`src/uart_emulation_host_port_pkg.sv`:
```
// Constants for the emulated serial-controller host port
package uart_emulation_host_port_pkg;

	// ----------------------------------------------------------------
	// CPU-side addresses in the shared dual-port window and of the port registers
	// ----------------------------------------------------------------
	localparam logic [7:0] RECEIVE_BUFFER = 8'h20;
	localparam logic [7:0] TRANSMIT_BUFFER = 8'h21;
	localparam logic [7:0] LINE_CONTROL = 8'h23;
	localparam logic [7:0] MODEM_CONTROL = 8'h24;
	localparam logic [7:0] BAUD_DIVISOR_LOW = 8'h28;
	localparam logic [7:0] BAUD_DIVISOR_HIGH = 8'h29;
	localparam logic [7:0] HANDSHAKE_FLAGS = 8'h2f;
	localparam logic [7:0] LINE_STATUS = 8'h30;
	localparam logic [7:0] MODEM_STATUS = 8'h31;
	localparam logic [7:0] HOST_PORT_CONTROL = 8'h32;
	localparam logic [3:0] RAM_BASE_PAGE = 4'h2;
	localparam int RAM_WORDS = 16;

	// ----------------------------------------------------------------
	// Host locations in serial-controller emulation mode
	// ----------------------------------------------------------------
	localparam logic [2:0] HOST_DATA = 3'h0;
	localparam logic [2:0] HOST_IRQ_ENABLE = 3'h1;
	localparam logic [2:0] HOST_IDENT = 3'h2;
	localparam logic [2:0] HOST_LINE_CONTROL = 3'h3;
	localparam logic [2:0] HOST_MODEM_CONTROL = 3'h4;
	localparam logic [2:0] HOST_LINE_STATUS = 3'h5;
	localparam logic [2:0] HOST_MODEM_STATUS = 3'h6;
	localparam logic [2:0] HOST_SCRATCH = 3'h7;

	// ----------------------------------------------------------------
	// Field positions
	// ----------------------------------------------------------------
	localparam int HPC_IRQ_EN = 0;
	localparam int HPC_MODE_SEL = 1;
	localparam int HPC_HOST_EN = 2;
	localparam int HPC_DIV_FLAG = 4;
	localparam int HPC_LCR_FLAG = 5;
	localparam int HPC_MCR_FLAG = 6;
	localparam int HPC_TX_FULL = 7;
	localparam int LS_DATA_READY = 0;
	localparam int LS_TX_HOLD_EMPTY = 5;
	localparam int LS_TX_EMPTY = 6;
	localparam int MC_OUT2 = 3;
	localparam int MC_LOOP = 4;
	localparam int LC_DIV_ACCESS = 7;

	// ----------------------------------------------------------------
	// Identification codes and reset values
	// ----------------------------------------------------------------
	localparam logic [1:0] IDENT_LINE = 2'h3;
	localparam logic [1:0] IDENT_RX = 2'h2;
	localparam logic [1:0] IDENT_TX = 2'h1;
	localparam logic [1:0] IDENT_MODEM = 2'h0;
	localparam logic [7:0] IDENT_NONE = 8'h01;
	localparam logic [2:0] HPC_CTRL_RESET = 3'h0;
	localparam logic [3:0] HPC_FLAG_RESET = 4'h0;
	localparam logic [3:0] IRQ_ENABLE_RESET = 4'h0;
	localparam logic [6:0] LINE_STATUS_RESET = 7'h00;
	localparam logic [7:0] MODEM_STATUS_RESET = 8'h00;

endpackage
```
`src/uart_emulation_host_port.sv`:
```
// Dual-port host interface emulating a serial-controller register set
`timescale 1ns/1ps

module uart_emulation_host_port
(
	// Clock and reset
	input wire logic clk_i,
	input wire logic srst_i,
	// Host bus pins
	input wire logic host_sel_i,
	input wire logic host_rd_i,
	input wire logic host_wr_i,
	input wire logic [3:0] host_addr_i,
	input wire logic [7:0] host_data_i,
	output logic [7:0] host_data_o,
	output logic host_data_oe_o,
	output logic host_interrupt_out_o,
	output logic host_interrupt_out_oe_o,
	// Internal CPU port
	input wire logic [7:0] cpu_addr_i,
	input wire logic cpu_rd_i,
	input wire logic cpu_wr_i,
	input wire logic [7:0] cpu_wdata_i,
	output logic [7:0] cpu_rdata_o,
	output logic cpu_host_port_irq_o,
	// Shared pin ownership
	output logic host_pins_enable_o
);

	// ----------------------------------------------------------------
	// Host pin synchronisers
	// ----------------------------------------------------------------
	// Strobes are qualified before sampling; a change is accepted only
	// once the second and third stages agree.
	logic [1:0] strb_s1;
	logic [1:0] strb_s2;
	logic [1:0] strb_s3;
	logic [1:0] strb_lvl;
	logic [3:0] addr_s1;
	logic [3:0] addr_s2;
	logic [3:0] addr_s3;
	logic [7:0] data_s1;
	logic [7:0] data_s2;
	logic [7:0] data_s3;
	logic [1:0] strb_agree;
	logic host_rd_go;
	logic host_wr_go;

	always_ff @(posedge clk_i)
	begin
		if (srst_i)
		begin
			strb_s1 <= 2'h0;
			strb_s2 <= 2'h0;
			strb_s3 <= 2'h0;
		end
		else
		begin
			strb_s1 <= {host_sel_i & host_wr_i, host_sel_i & host_rd_i};
			strb_s2 <= strb_s1;
			strb_s3 <= strb_s2;
		end
	end

	always_ff @(posedge clk_i)
	begin
		addr_s1 <= host_addr_i;
		addr_s2 <= addr_s1;
		addr_s3 <= addr_s2;
		data_s1 <= host_data_i;
		data_s2 <= data_s1;
		data_s3 <= data_s2;
	end

	assign strb_agree = ~(strb_s2 ^ strb_s3);

	always_ff @(posedge clk_i)
	begin
		if (srst_i)
			strb_lvl <= 2'h0;
		else
			strb_lvl <= (strb_lvl & ~strb_agree) | (strb_s3 & strb_agree);
	end

	// ----------------------------------------------------------------
	// Modes
	// ----------------------------------------------------------------
	logic [2:0] hpc_ctrl;
	logic [3:0] hpc_flag;
	logic host_en;
	logic emul_mode;

	assign host_en = hpc_ctrl[uart_emulation_host_port_pkg::HPC_HOST_EN];
	assign emul_mode = host_en
		& hpc_ctrl[uart_emulation_host_port_pkg::HPC_MODE_SEL];
	// Host accesses only count while the pins belong to the host
	assign host_rd_go = host_en & strb_agree[0] & strb_s3[0] & ~strb_lvl[0];
	assign host_wr_go = host_en & strb_agree[1] & strb_s3[1] & ~strb_lvl[1];

	// ----------------------------------------------------------------
	// Host access decode
	// ----------------------------------------------------------------
	logic div_access;
	logic [2:0] hloc;
	logic emul_rd;
	logic emul_wr;
	logic rd_rx;
	logic wr_tx;
	logic wr_div;
	logic wr_ier;
	logic rd_ident;
	logic wr_lcr;
	logic wr_mcr;
	logic rd_lsr;
	logic wr_lsr;
	logic rd_msr;
	logic wr_msr;

	assign hloc = addr_s3[2:0];
	assign emul_rd = host_rd_go & emul_mode;
	assign emul_wr = host_wr_go & emul_mode;
	// Divisor access bit redirects locations 0 and 1
	assign rd_rx = emul_rd & ~div_access
		& (hloc == uart_emulation_host_port_pkg::HOST_DATA);
	assign wr_tx = emul_wr & ~div_access
		& (hloc == uart_emulation_host_port_pkg::HOST_DATA);
	assign wr_div = emul_wr & div_access
		& ((hloc == uart_emulation_host_port_pkg::HOST_DATA)
		| (hloc == uart_emulation_host_port_pkg::HOST_IRQ_ENABLE));
	assign wr_ier = emul_wr & ~div_access
		& (hloc == uart_emulation_host_port_pkg::HOST_IRQ_ENABLE);
	assign rd_ident = emul_rd
		& (hloc == uart_emulation_host_port_pkg::HOST_IDENT);
	assign wr_lcr = emul_wr
		& (hloc == uart_emulation_host_port_pkg::HOST_LINE_CONTROL);
	assign wr_mcr = emul_wr
		& (hloc == uart_emulation_host_port_pkg::HOST_MODEM_CONTROL);
	assign rd_lsr = emul_rd
		& (hloc == uart_emulation_host_port_pkg::HOST_LINE_STATUS);
	assign wr_lsr = emul_wr
		& (hloc == uart_emulation_host_port_pkg::HOST_LINE_STATUS);
	assign rd_msr = emul_rd
		& (hloc == uart_emulation_host_port_pkg::HOST_MODEM_STATUS);
	assign wr_msr = emul_wr
		& (hloc == uart_emulation_host_port_pkg::HOST_MODEM_STATUS);

	// ----------------------------------------------------------------
	// CPU access decode
	// ----------------------------------------------------------------
	logic cpu_in_ram;
	logic cpu_wr_lsr;
	logic cpu_wr_msr;
	logic cpu_wr_hpc;

	assign cpu_in_ram = cpu_addr_i[7:4] == uart_emulation_host_port_pkg::RAM_BASE_PAGE;
	assign cpu_wr_lsr = cpu_wr_i
		& (cpu_addr_i == uart_emulation_host_port_pkg::LINE_STATUS);
	assign cpu_wr_msr = cpu_wr_i
		& (cpu_addr_i == uart_emulation_host_port_pkg::MODEM_STATUS);
	assign cpu_wr_hpc = cpu_wr_i
		& (cpu_addr_i == uart_emulation_host_port_pkg::HOST_PORT_CONTROL);

	// ----------------------------------------------------------------
	// Shared memory window
	// ----------------------------------------------------------------
	// Not reset: buffers and line control keep whatever was there.
	logic [7:0] ram [0:uart_emulation_host_port_pkg::RAM_WORDS-1];
	logic host_ram_wr;
	logic [3:0] host_ram_idx;

	always_comb
	begin
		host_ram_wr = 1'b0;
		host_ram_idx = addr_s3;
		if (host_wr_go & ~emul_mode)
			host_ram_wr = 1'b1;
		else if (emul_wr)
		begin
			case (hloc)
				uart_emulation_host_port_pkg::HOST_DATA:
				begin
					host_ram_wr = 1'b1;
					host_ram_idx = div_access
						? uart_emulation_host_port_pkg::BAUD_DIVISOR_LOW[3:0]
						: uart_emulation_host_port_pkg::TRANSMIT_BUFFER[3:0];
				end
				uart_emulation_host_port_pkg::HOST_IRQ_ENABLE:
				begin
					host_ram_wr = div_access;
					host_ram_idx = uart_emulation_host_port_pkg::BAUD_DIVISOR_HIGH[3:0];
				end
				uart_emulation_host_port_pkg::HOST_LINE_CONTROL:
				begin
					host_ram_wr = 1'b1;
					host_ram_idx = uart_emulation_host_port_pkg::LINE_CONTROL[3:0];
				end
				uart_emulation_host_port_pkg::HOST_MODEM_CONTROL:
				begin
					host_ram_wr = 1'b1;
					host_ram_idx = uart_emulation_host_port_pkg::MODEM_CONTROL[3:0];
				end
				uart_emulation_host_port_pkg::HOST_SCRATCH:
				begin
					host_ram_wr = 1'b1;
					host_ram_idx = {1'b0, uart_emulation_host_port_pkg::HOST_SCRATCH};
				end
				default:
					host_ram_wr = 1'b0;
			endcase
		end
	end

	// Host wins a same-cycle collision on one location
	always_ff @(posedge clk_i)
	begin
		if (cpu_wr_i & cpu_in_ram & ~(host_ram_wr & (host_ram_idx == cpu_addr_i[3:0])))
			ram[cpu_addr_i[3:0]] <= cpu_wdata_i;
		if (host_ram_wr)
			ram[host_ram_idx] <= data_s3;
	end

	// Separate latch; the CPU cannot move the host's address extension
	always_ff @(posedge clk_i)
	begin
		if (srst_i)
			div_access <= 1'b0;
		else if (wr_lcr)
			div_access <= data_s3[uart_emulation_host_port_pkg::LC_DIV_ACCESS];
	end

	// ----------------------------------------------------------------
	// Host control register
	// ----------------------------------------------------------------
	logic [3:0] flag_set;
	logic [3:0] flag_clr;

	assign flag_set = {wr_tx, wr_mcr, wr_lcr, wr_div};
	assign flag_clr = cpu_wr_hpc ? ~cpu_wdata_i[7:4] : 4'h0;

	always_ff @(posedge clk_i)
	begin
		if (srst_i)
		begin
			hpc_ctrl <= uart_emulation_host_port_pkg::HPC_CTRL_RESET;
			hpc_flag <= uart_emulation_host_port_pkg::HPC_FLAG_RESET;
		end
		else
		begin
			if (cpu_wr_hpc)
				hpc_ctrl <= cpu_wdata_i[2:0];
			// A host event in the clearing cycle is kept
			hpc_flag <= (hpc_flag & ~flag_clr) | flag_set;
		end
	end

	// ----------------------------------------------------------------
	// Line and modem status, interrupt enables
	// ----------------------------------------------------------------
	logic [6:0] line_status;
	logic [7:0] modem_status;
	logic [3:0] host_interrupt_enable;
	logic [6:0] next_lsr;
	logic [7:0] next_msr;
	logic tx_armed;
	logic tx_is_cause;

	always_comb
	begin
		next_lsr = line_status;
		if (wr_lsr)
			next_lsr = data_s3[6:0];
		if (rd_lsr)
			next_lsr[4:1] = 4'h0;
		if (rd_rx)
			next_lsr[uart_emulation_host_port_pkg::LS_DATA_READY] = 1'b0;
		if (wr_tx)
		begin
			next_lsr[uart_emulation_host_port_pkg::LS_TX_HOLD_EMPTY] = 1'b0;
			next_lsr[uart_emulation_host_port_pkg::LS_TX_EMPTY] = 1'b0;
		end
		// CPU sets bits by writing zeros; the set beats any clear
		if (cpu_wr_lsr)
			next_lsr = next_lsr | ~cpu_wdata_i[6:0];
	end

	always_comb
	begin
		next_msr = modem_status;
		if (wr_msr)
			next_msr[7:4] = data_s3[7:4];
		if (rd_msr)
			next_msr[3:0] = 4'h0;
		if (cpu_wr_msr)
		begin
			next_msr[7:4] = cpu_wdata_i[7:4];
			next_msr[3:0] = next_msr[3:0] | ~cpu_wdata_i[3:0];
		end
	end

	always_ff @(posedge clk_i)
	begin
		if (srst_i)
		begin
			line_status <= uart_emulation_host_port_pkg::LINE_STATUS_RESET;
			modem_status <= uart_emulation_host_port_pkg::MODEM_STATUS_RESET;
		end
		else
		begin
			line_status <= next_lsr;
			modem_status <= next_msr;
		end
	end

	always_ff @(posedge clk_i)
	begin
		if (srst_i)
			host_interrupt_enable <= uart_emulation_host_port_pkg::IRQ_ENABLE_RESET;
		else if (wr_ier)
			host_interrupt_enable <= data_s3[3:0];
	end

	// Transmit-empty cause: armed when the CPU raises holding-empty
	always_ff @(posedge clk_i)
	begin
		if (srst_i)
			tx_armed <= 1'b0;
		else if (cpu_wr_lsr & ~cpu_wdata_i[uart_emulation_host_port_pkg::LS_TX_HOLD_EMPTY])
			tx_armed <= 1'b1;
		else if (wr_tx | (rd_ident & tx_is_cause))
			tx_armed <= 1'b0;
	end

	// ----------------------------------------------------------------
	// Interrupt identification
	// ----------------------------------------------------------------
	logic src_line;
	logic src_rx;
	logic src_tx;
	logic src_modem;
	logic any_pending;
	logic [1:0] live_code;
	logic held;
	logic [1:0] held_code;
	logic held_pending;
	logic [7:0] ident_val;

	assign src_rx = host_interrupt_enable[0] & line_status[uart_emulation_host_port_pkg::LS_DATA_READY];
	assign src_tx = host_interrupt_enable[1] & tx_armed
		& line_status[uart_emulation_host_port_pkg::LS_TX_HOLD_EMPTY];
	assign src_line = host_interrupt_enable[2] & (|line_status[4:1]);
	assign src_modem = host_interrupt_enable[3] & (|modem_status[3:0]);
	assign any_pending = src_line | src_rx | src_tx | src_modem;

	always_comb
	begin
		if (src_line)
			live_code = uart_emulation_host_port_pkg::IDENT_LINE;
		else if (src_rx)
			live_code = uart_emulation_host_port_pkg::IDENT_RX;
		else if (src_tx)
			live_code = uart_emulation_host_port_pkg::IDENT_TX;
		else
			live_code = uart_emulation_host_port_pkg::IDENT_MODEM;
	end

	always_comb
	begin
		case (held_code)
			uart_emulation_host_port_pkg::IDENT_LINE:
				held_pending = src_line;
			uart_emulation_host_port_pkg::IDENT_RX:
				held_pending = src_rx;
			uart_emulation_host_port_pkg::IDENT_TX:
				held_pending = src_tx;
			default:
				held_pending = src_modem;
		endcase
	end

	// Frozen report survives until its own source is serviced
	always_ff @(posedge clk_i)
	begin
		if (srst_i)
		begin
			held <= 1'b0;
			held_code <= uart_emulation_host_port_pkg::IDENT_MODEM;
		end
		else if (held & ~held_pending)
			held <= 1'b0;
		else if (rd_ident & ~held & any_pending)
		begin
			held <= 1'b1;
			held_code <= live_code;
		end
	end

	always_comb
	begin
		if (held & held_pending)
			ident_val = {5'h00, held_code, 1'b0};
		else if (any_pending)
			ident_val = {5'h00, live_code, 1'b0};
		else
			ident_val = uart_emulation_host_port_pkg::IDENT_NONE;
	end

	assign tx_is_cause = ident_val[2:0]
		== {uart_emulation_host_port_pkg::IDENT_TX, 1'b0};

	// ----------------------------------------------------------------
	// Host read data and pin drive
	// ----------------------------------------------------------------
	logic [7:0] host_rd_val;
	logic [7:0] mcr_val;
	logic [7:0] lcr_val;

	assign mcr_val = ram[uart_emulation_host_port_pkg::MODEM_CONTROL[3:0]];
	assign lcr_val = ram[uart_emulation_host_port_pkg::LINE_CONTROL[3:0]];

	always_comb
	begin
		host_rd_val = ram[addr_s3];
		if (emul_mode)
		begin
			case (hloc)
				uart_emulation_host_port_pkg::HOST_DATA:
					host_rd_val = div_access
						? ram[uart_emulation_host_port_pkg::BAUD_DIVISOR_LOW[3:0]]
						: ram[uart_emulation_host_port_pkg::RECEIVE_BUFFER[3:0]];
				uart_emulation_host_port_pkg::HOST_IRQ_ENABLE:
					host_rd_val = div_access
						? ram[uart_emulation_host_port_pkg::BAUD_DIVISOR_HIGH[3:0]]
						: {4'h0, host_interrupt_enable};
				uart_emulation_host_port_pkg::HOST_IDENT:
					host_rd_val = ident_val;
				uart_emulation_host_port_pkg::HOST_LINE_CONTROL:
					host_rd_val = {div_access, lcr_val[6:0]};
				uart_emulation_host_port_pkg::HOST_MODEM_CONTROL:
					host_rd_val = mcr_val;
				uart_emulation_host_port_pkg::HOST_LINE_STATUS:
					host_rd_val = {1'b0, line_status};
				uart_emulation_host_port_pkg::HOST_MODEM_STATUS:
					host_rd_val = mcr_val[uart_emulation_host_port_pkg::MC_LOOP]
						? {mcr_val[3], mcr_val[2], mcr_val[0], mcr_val[1], modem_status[3:0]}
						: modem_status;
				default:
					host_rd_val = ram[{1'b0, uart_emulation_host_port_pkg::HOST_SCRATCH}];
			endcase
		end
	end

	always_ff @(posedge clk_i)
	begin
		if (srst_i)
		begin
			host_data_o <= 8'h00;
			host_data_oe_o <= 1'b0;
		end
		else
		begin
			if (host_rd_go)
				host_data_o <= host_rd_val;
			// Drive for as long as the accepted read strobe stands
			host_data_oe_o <= host_en
				& (strb_agree[0] ? strb_s3[0] : strb_lvl[0]);
		end
	end

	always_ff @(posedge clk_i)
	begin
		if (srst_i)
		begin
			host_interrupt_out_o <= 1'b0;
			host_interrupt_out_oe_o <= 1'b0;
		end
		else
		begin
			host_interrupt_out_o <= emul_mode & any_pending;
			host_interrupt_out_oe_o <= emul_mode
				& mcr_val[uart_emulation_host_port_pkg::MC_OUT2];
		end
	end

	// ----------------------------------------------------------------
	// CPU read data and CPU interrupt
	// ----------------------------------------------------------------
	always_ff @(posedge clk_i)
	begin
		if (srst_i)
			cpu_rdata_o <= 8'h00;
		else if (cpu_rd_i)
		begin
			if (cpu_in_ram)
				cpu_rdata_o <= ram[cpu_addr_i[3:0]];
			else if (cpu_addr_i == uart_emulation_host_port_pkg::LINE_STATUS)
				cpu_rdata_o <= {1'b0, line_status};
			else if (cpu_addr_i == uart_emulation_host_port_pkg::MODEM_STATUS)
				cpu_rdata_o <= modem_status;
			else if (cpu_addr_i == uart_emulation_host_port_pkg::HOST_PORT_CONTROL)
				cpu_rdata_o <= {hpc_flag, 1'b1, hpc_ctrl};
			else
				cpu_rdata_o <= 8'h00;
		end
	end

	always_ff @(posedge clk_i)
	begin
		if (srst_i)
		begin
			cpu_host_port_irq_o <= 1'b0;
			host_pins_enable_o <= 1'b0;
		end
		else
		begin
			cpu_host_port_irq_o <= hpc_ctrl[uart_emulation_host_port_pkg::HPC_IRQ_EN]
				& (|hpc_flag);
			host_pins_enable_o <= host_en;
		end
	end

endmodule

```
`config.mk`:
```
export PLATFORM = sky130hd
export DESIGN_NAME = uart_emulation_host_port
export DESIGN_NICKNAME = d
export VERILOG_FILES = /design/src/uart_emulation_host_port_pkg.sv /design/src/uart_emulation_host_port.sv
export SDC_FILE = /design/constraint.sdc
export NUM_CORES = 1
export LEC_CHECK = 0
export BUFFER_PORTS_ARGS = -buffer_cell sky130_fd_sc_hd__buf_2
export CAP_MARGIN = 20
export CORE_AREA = 3 3 152 190
export CTS_CLUSTER_SIZE = 40
export DETAILED_ROUTE_END_ITERATION = 7
export DIE_AREA = 0 0 155 193
export MAX_ROUTING_LAYER = met4
export PLACE_DENSITY_LB_ADDON = 0.1
export RECOVER_POWER = 100
export SYNTH_ARGS = -nofsm -noshare
export SYNTH_HDL_FRONTEND = slang
export SYNTH_SLANG_ARGS = --single-unit
```
`constraint.sdc`:
```
create_clock -name clk_i -period 9.9 [get_ports clk_i]
set_clock_uncertainty 0.05 [all_clocks]
set_input_delay 1.98 -clock clk_i [delete_from_list [all_inputs] [get_ports clk_i]]
set_output_delay 1.98 -clock clk_i [all_outputs]
set_load 0.05 [all_outputs]
```
==> metrics.yaml <==
finish:
  fin_cells: 1343
  post-route-util_pct: 48.8
  num_antenna_cells: 0
  fillCellCount: 2399
  drive_gt1_share_pct: 28.3
  nets: 1015
  synthToLayoutAreaGrowth_pct: 8.40
critical_path:
  setup.worst_path.start: "cpu_addr_i[0]"
  regToRegSetupSlack_ns: 3.23
  critical_path.max_fanout: 41
  r2r-start: "addr_s3[1]"
  startpoint_type: "input port"
  slowest_delay_ns: 2.20
  endpoint_kind: "register"
  cp_slowest_cell: "clkbuf_1"
  critical_path_arrival_ns: 6.81
  path_class: "in -> reg"
  crit_chain: "buf_2 -> clkbuf_1 -> nand2_1 -> o41ai_1"
  cp.required_ns: 9.97
place:
  dp_hpwl_mm: 28.9
  io_buffers: 55
  dp_slack_ns: 4.86
  placedCellCount: 1299
  gp_congestion: 0.993
floorplanning:
  design.die.area_um2: 29900
  die_h_um: 193
  ios: 56
  rows: 67
  start_util_pct: 45.0
  die_x_um: 155
  design.core.area_um2: 27100
timing:
  setup_slack_ns: 3.16
  period_share_pct: 68.1
  fmax_mhz: 148
  slew_headroom_pct: -110
  worstMarginPinSlew_ns: 3.15
  layout_min_cycle_time_ns: 6.74
  tns_ns: 0
  setup_violations: 0
  drv_slew: 337
  rsz0062_at_grt: "no"
  hold_violations: 0
synthesis:
  synth.most_common_cell: "mux2_2"
  synth_cells: 974
  ys_seq_area_share_pct: 47.3
  synthArstFlopShare_pct: 0
  yosys-top-cells-area: "edfxtp_1, dfxtp_1, mux2_2"
  synth_largest_area_cell: "edfxtp_1"
  synth_area_um2: 12200
  ys_dominant_reg_cell: "edfxtp_1"
  synth_top_area_share_pct: 31.5
  synth_cell_type_count: 79
  syn_nets: 1009
  ys_top_cells_by_count: "mux2_2, edfxtp_1, dfxtp_1, mux4_2, nand2_1"
  ys_seq_elements: 224
  synth-edff-count: 128
  avgSynthCellArea_um2: 12.5
  yosysWarnings: 0
clock_tree:
  hold_buffers: 0
  clkLatencyLatePin_ns: 0.54
  cts_made_buffers: 24
  cts_sinks: 224
  cts-root-buf: "clkbuf_16"
  cts_max_level: 1
  clk_pin_slew_ns: 0.06
  cts_resized: 0
  cts_tree: "built"
  clk_path_buf_depth: 3
  postCtsSetupRepairBufs: 0
global_routing:
  antenna_found_initial: 0
  grt_pass1_wl_mm: 61.1
  gr-total-overflow: 0
  grt_pass1_vias: 8651
  grt_max_degree: 60
  groute.usage.overall_pct: 28.6
pwr:
  ir_drop_uv: 119
  totalPowerFinal_w: 0.00208
  p_leak_nw: 4.35
  p_per_area_nw_per_um2: 157
min_path:
  hold_path.class: "reg -> reg"
  worstHoldStart: "data_s2[0]"
detailed_routing:
  antenna_left: 0
  drt_iter0_markers: 1112
  routed_wl_mm: 41.9
  vias_per_cell: 6.66
  routedWlPerCell_um: 31.2
  drc: 0
  first_pass_iters: 5
  via_count: 8951
outcome:
  violations: "max-capacitance violations, max-slew violations"
  outcome: "finished, violations left"
flow_run:
  cap_violations: 18
-- per-stage QoR --
stage | area (µm²) | hold WS, ns
2_1_floorplan | 12200 | 0.260
3_3_place_gp | 12700 | 0.260
3_5_place_dp | 12700 | 0.262
4_1_cts | 13500 | 0.278
5_1_grt | 13200 | 0.280
6_report | 13200 | 0.276
-- flip-flops by register name, indices dropped and copies added (netlist names), 7 cells and up, named ones only --
| name | flops |
|---|---|
| cpu_rdata_o | 8 |
| data_s1 | 8 |
| data_s2 | 8 |
| data_s3 | 8 |
| host_data_o | 8 |
| line_status | 7 |
| modem_status | 8 |
| ram | 128 |
-- cells in the final DEF, fill, tap and decap left out, drive strengths merged, types with 13 or more instances in the layout --
cell,n
mux4,62
nor2b,15
inv,13
mux2i,37
nand2,64
buf,38
a21oi,39
dfxtp,96
a211oi,15
mux2,149
o41ai,13
nor2,53
clkbuf,59
nor3,22
edfxtp,128
o21ai,21
nand2b,13
nand3,14
-- logic make-up after synthesis --
family	after synthesis	synth area share (%)
AO/OA/AOI/OAI	169	9.83
flip-flops	224	47.3
XOR/XNOR	3	0.216
AND/OR/NAND/NOR	235	10.9
buffers and inverters	95	3.45
multiplexers	248	28.3
-- worst paths after layout --
| path | endpoint | depth (start not counted) |
|---|---|---|
| min reg2reg | data_s3[0] | 0 |
| min | data_s3[0] | 0 |
| max reg2reg | ram[6][4] | 6 |
| max | ram[7][7] | 4 |
-- power breakdown --
group | switching, W | total (W) | internal [W]
registers | 0.0000221 | 0.00101 | 0.000992
clock network | 0.000388 | 0.000894 | 0.000506
logic | 0.0000970 | 0.000167 | 0.0000699
-- layer usage --
metal / part of all wire (%) / global-route usage (%)
met4: 6.0 / 14.4
met1: 40 / 36.8
met5: 0 / -
met2: 47 / 44.8
met3: 7.1 / 3.68
-- area by class of cell --
type | instances | area [µm²] | area share, %
Multi-Input combinational cell | 655 | 5860 | 44.4
Sequential cell | 224 | 5770 | 43.7
Clock buffer | 34 | 711 | 5.38
Tap cell | 345 | 432 | 3.27
Timing Repair Buffer | 63 | 314 | 2.38
Clock inverter | 10 | 78.8 | 0.597
Inverter | 12 | 45.0 | 0.341
-- critical path: cells and delay by family --
kind,cells,cell delay (ns)
simple gates,1,0.85
compound gates,1,1.68
buf+inv,2,2.27
Note: power is estimated with default switching activity, not from simulation.
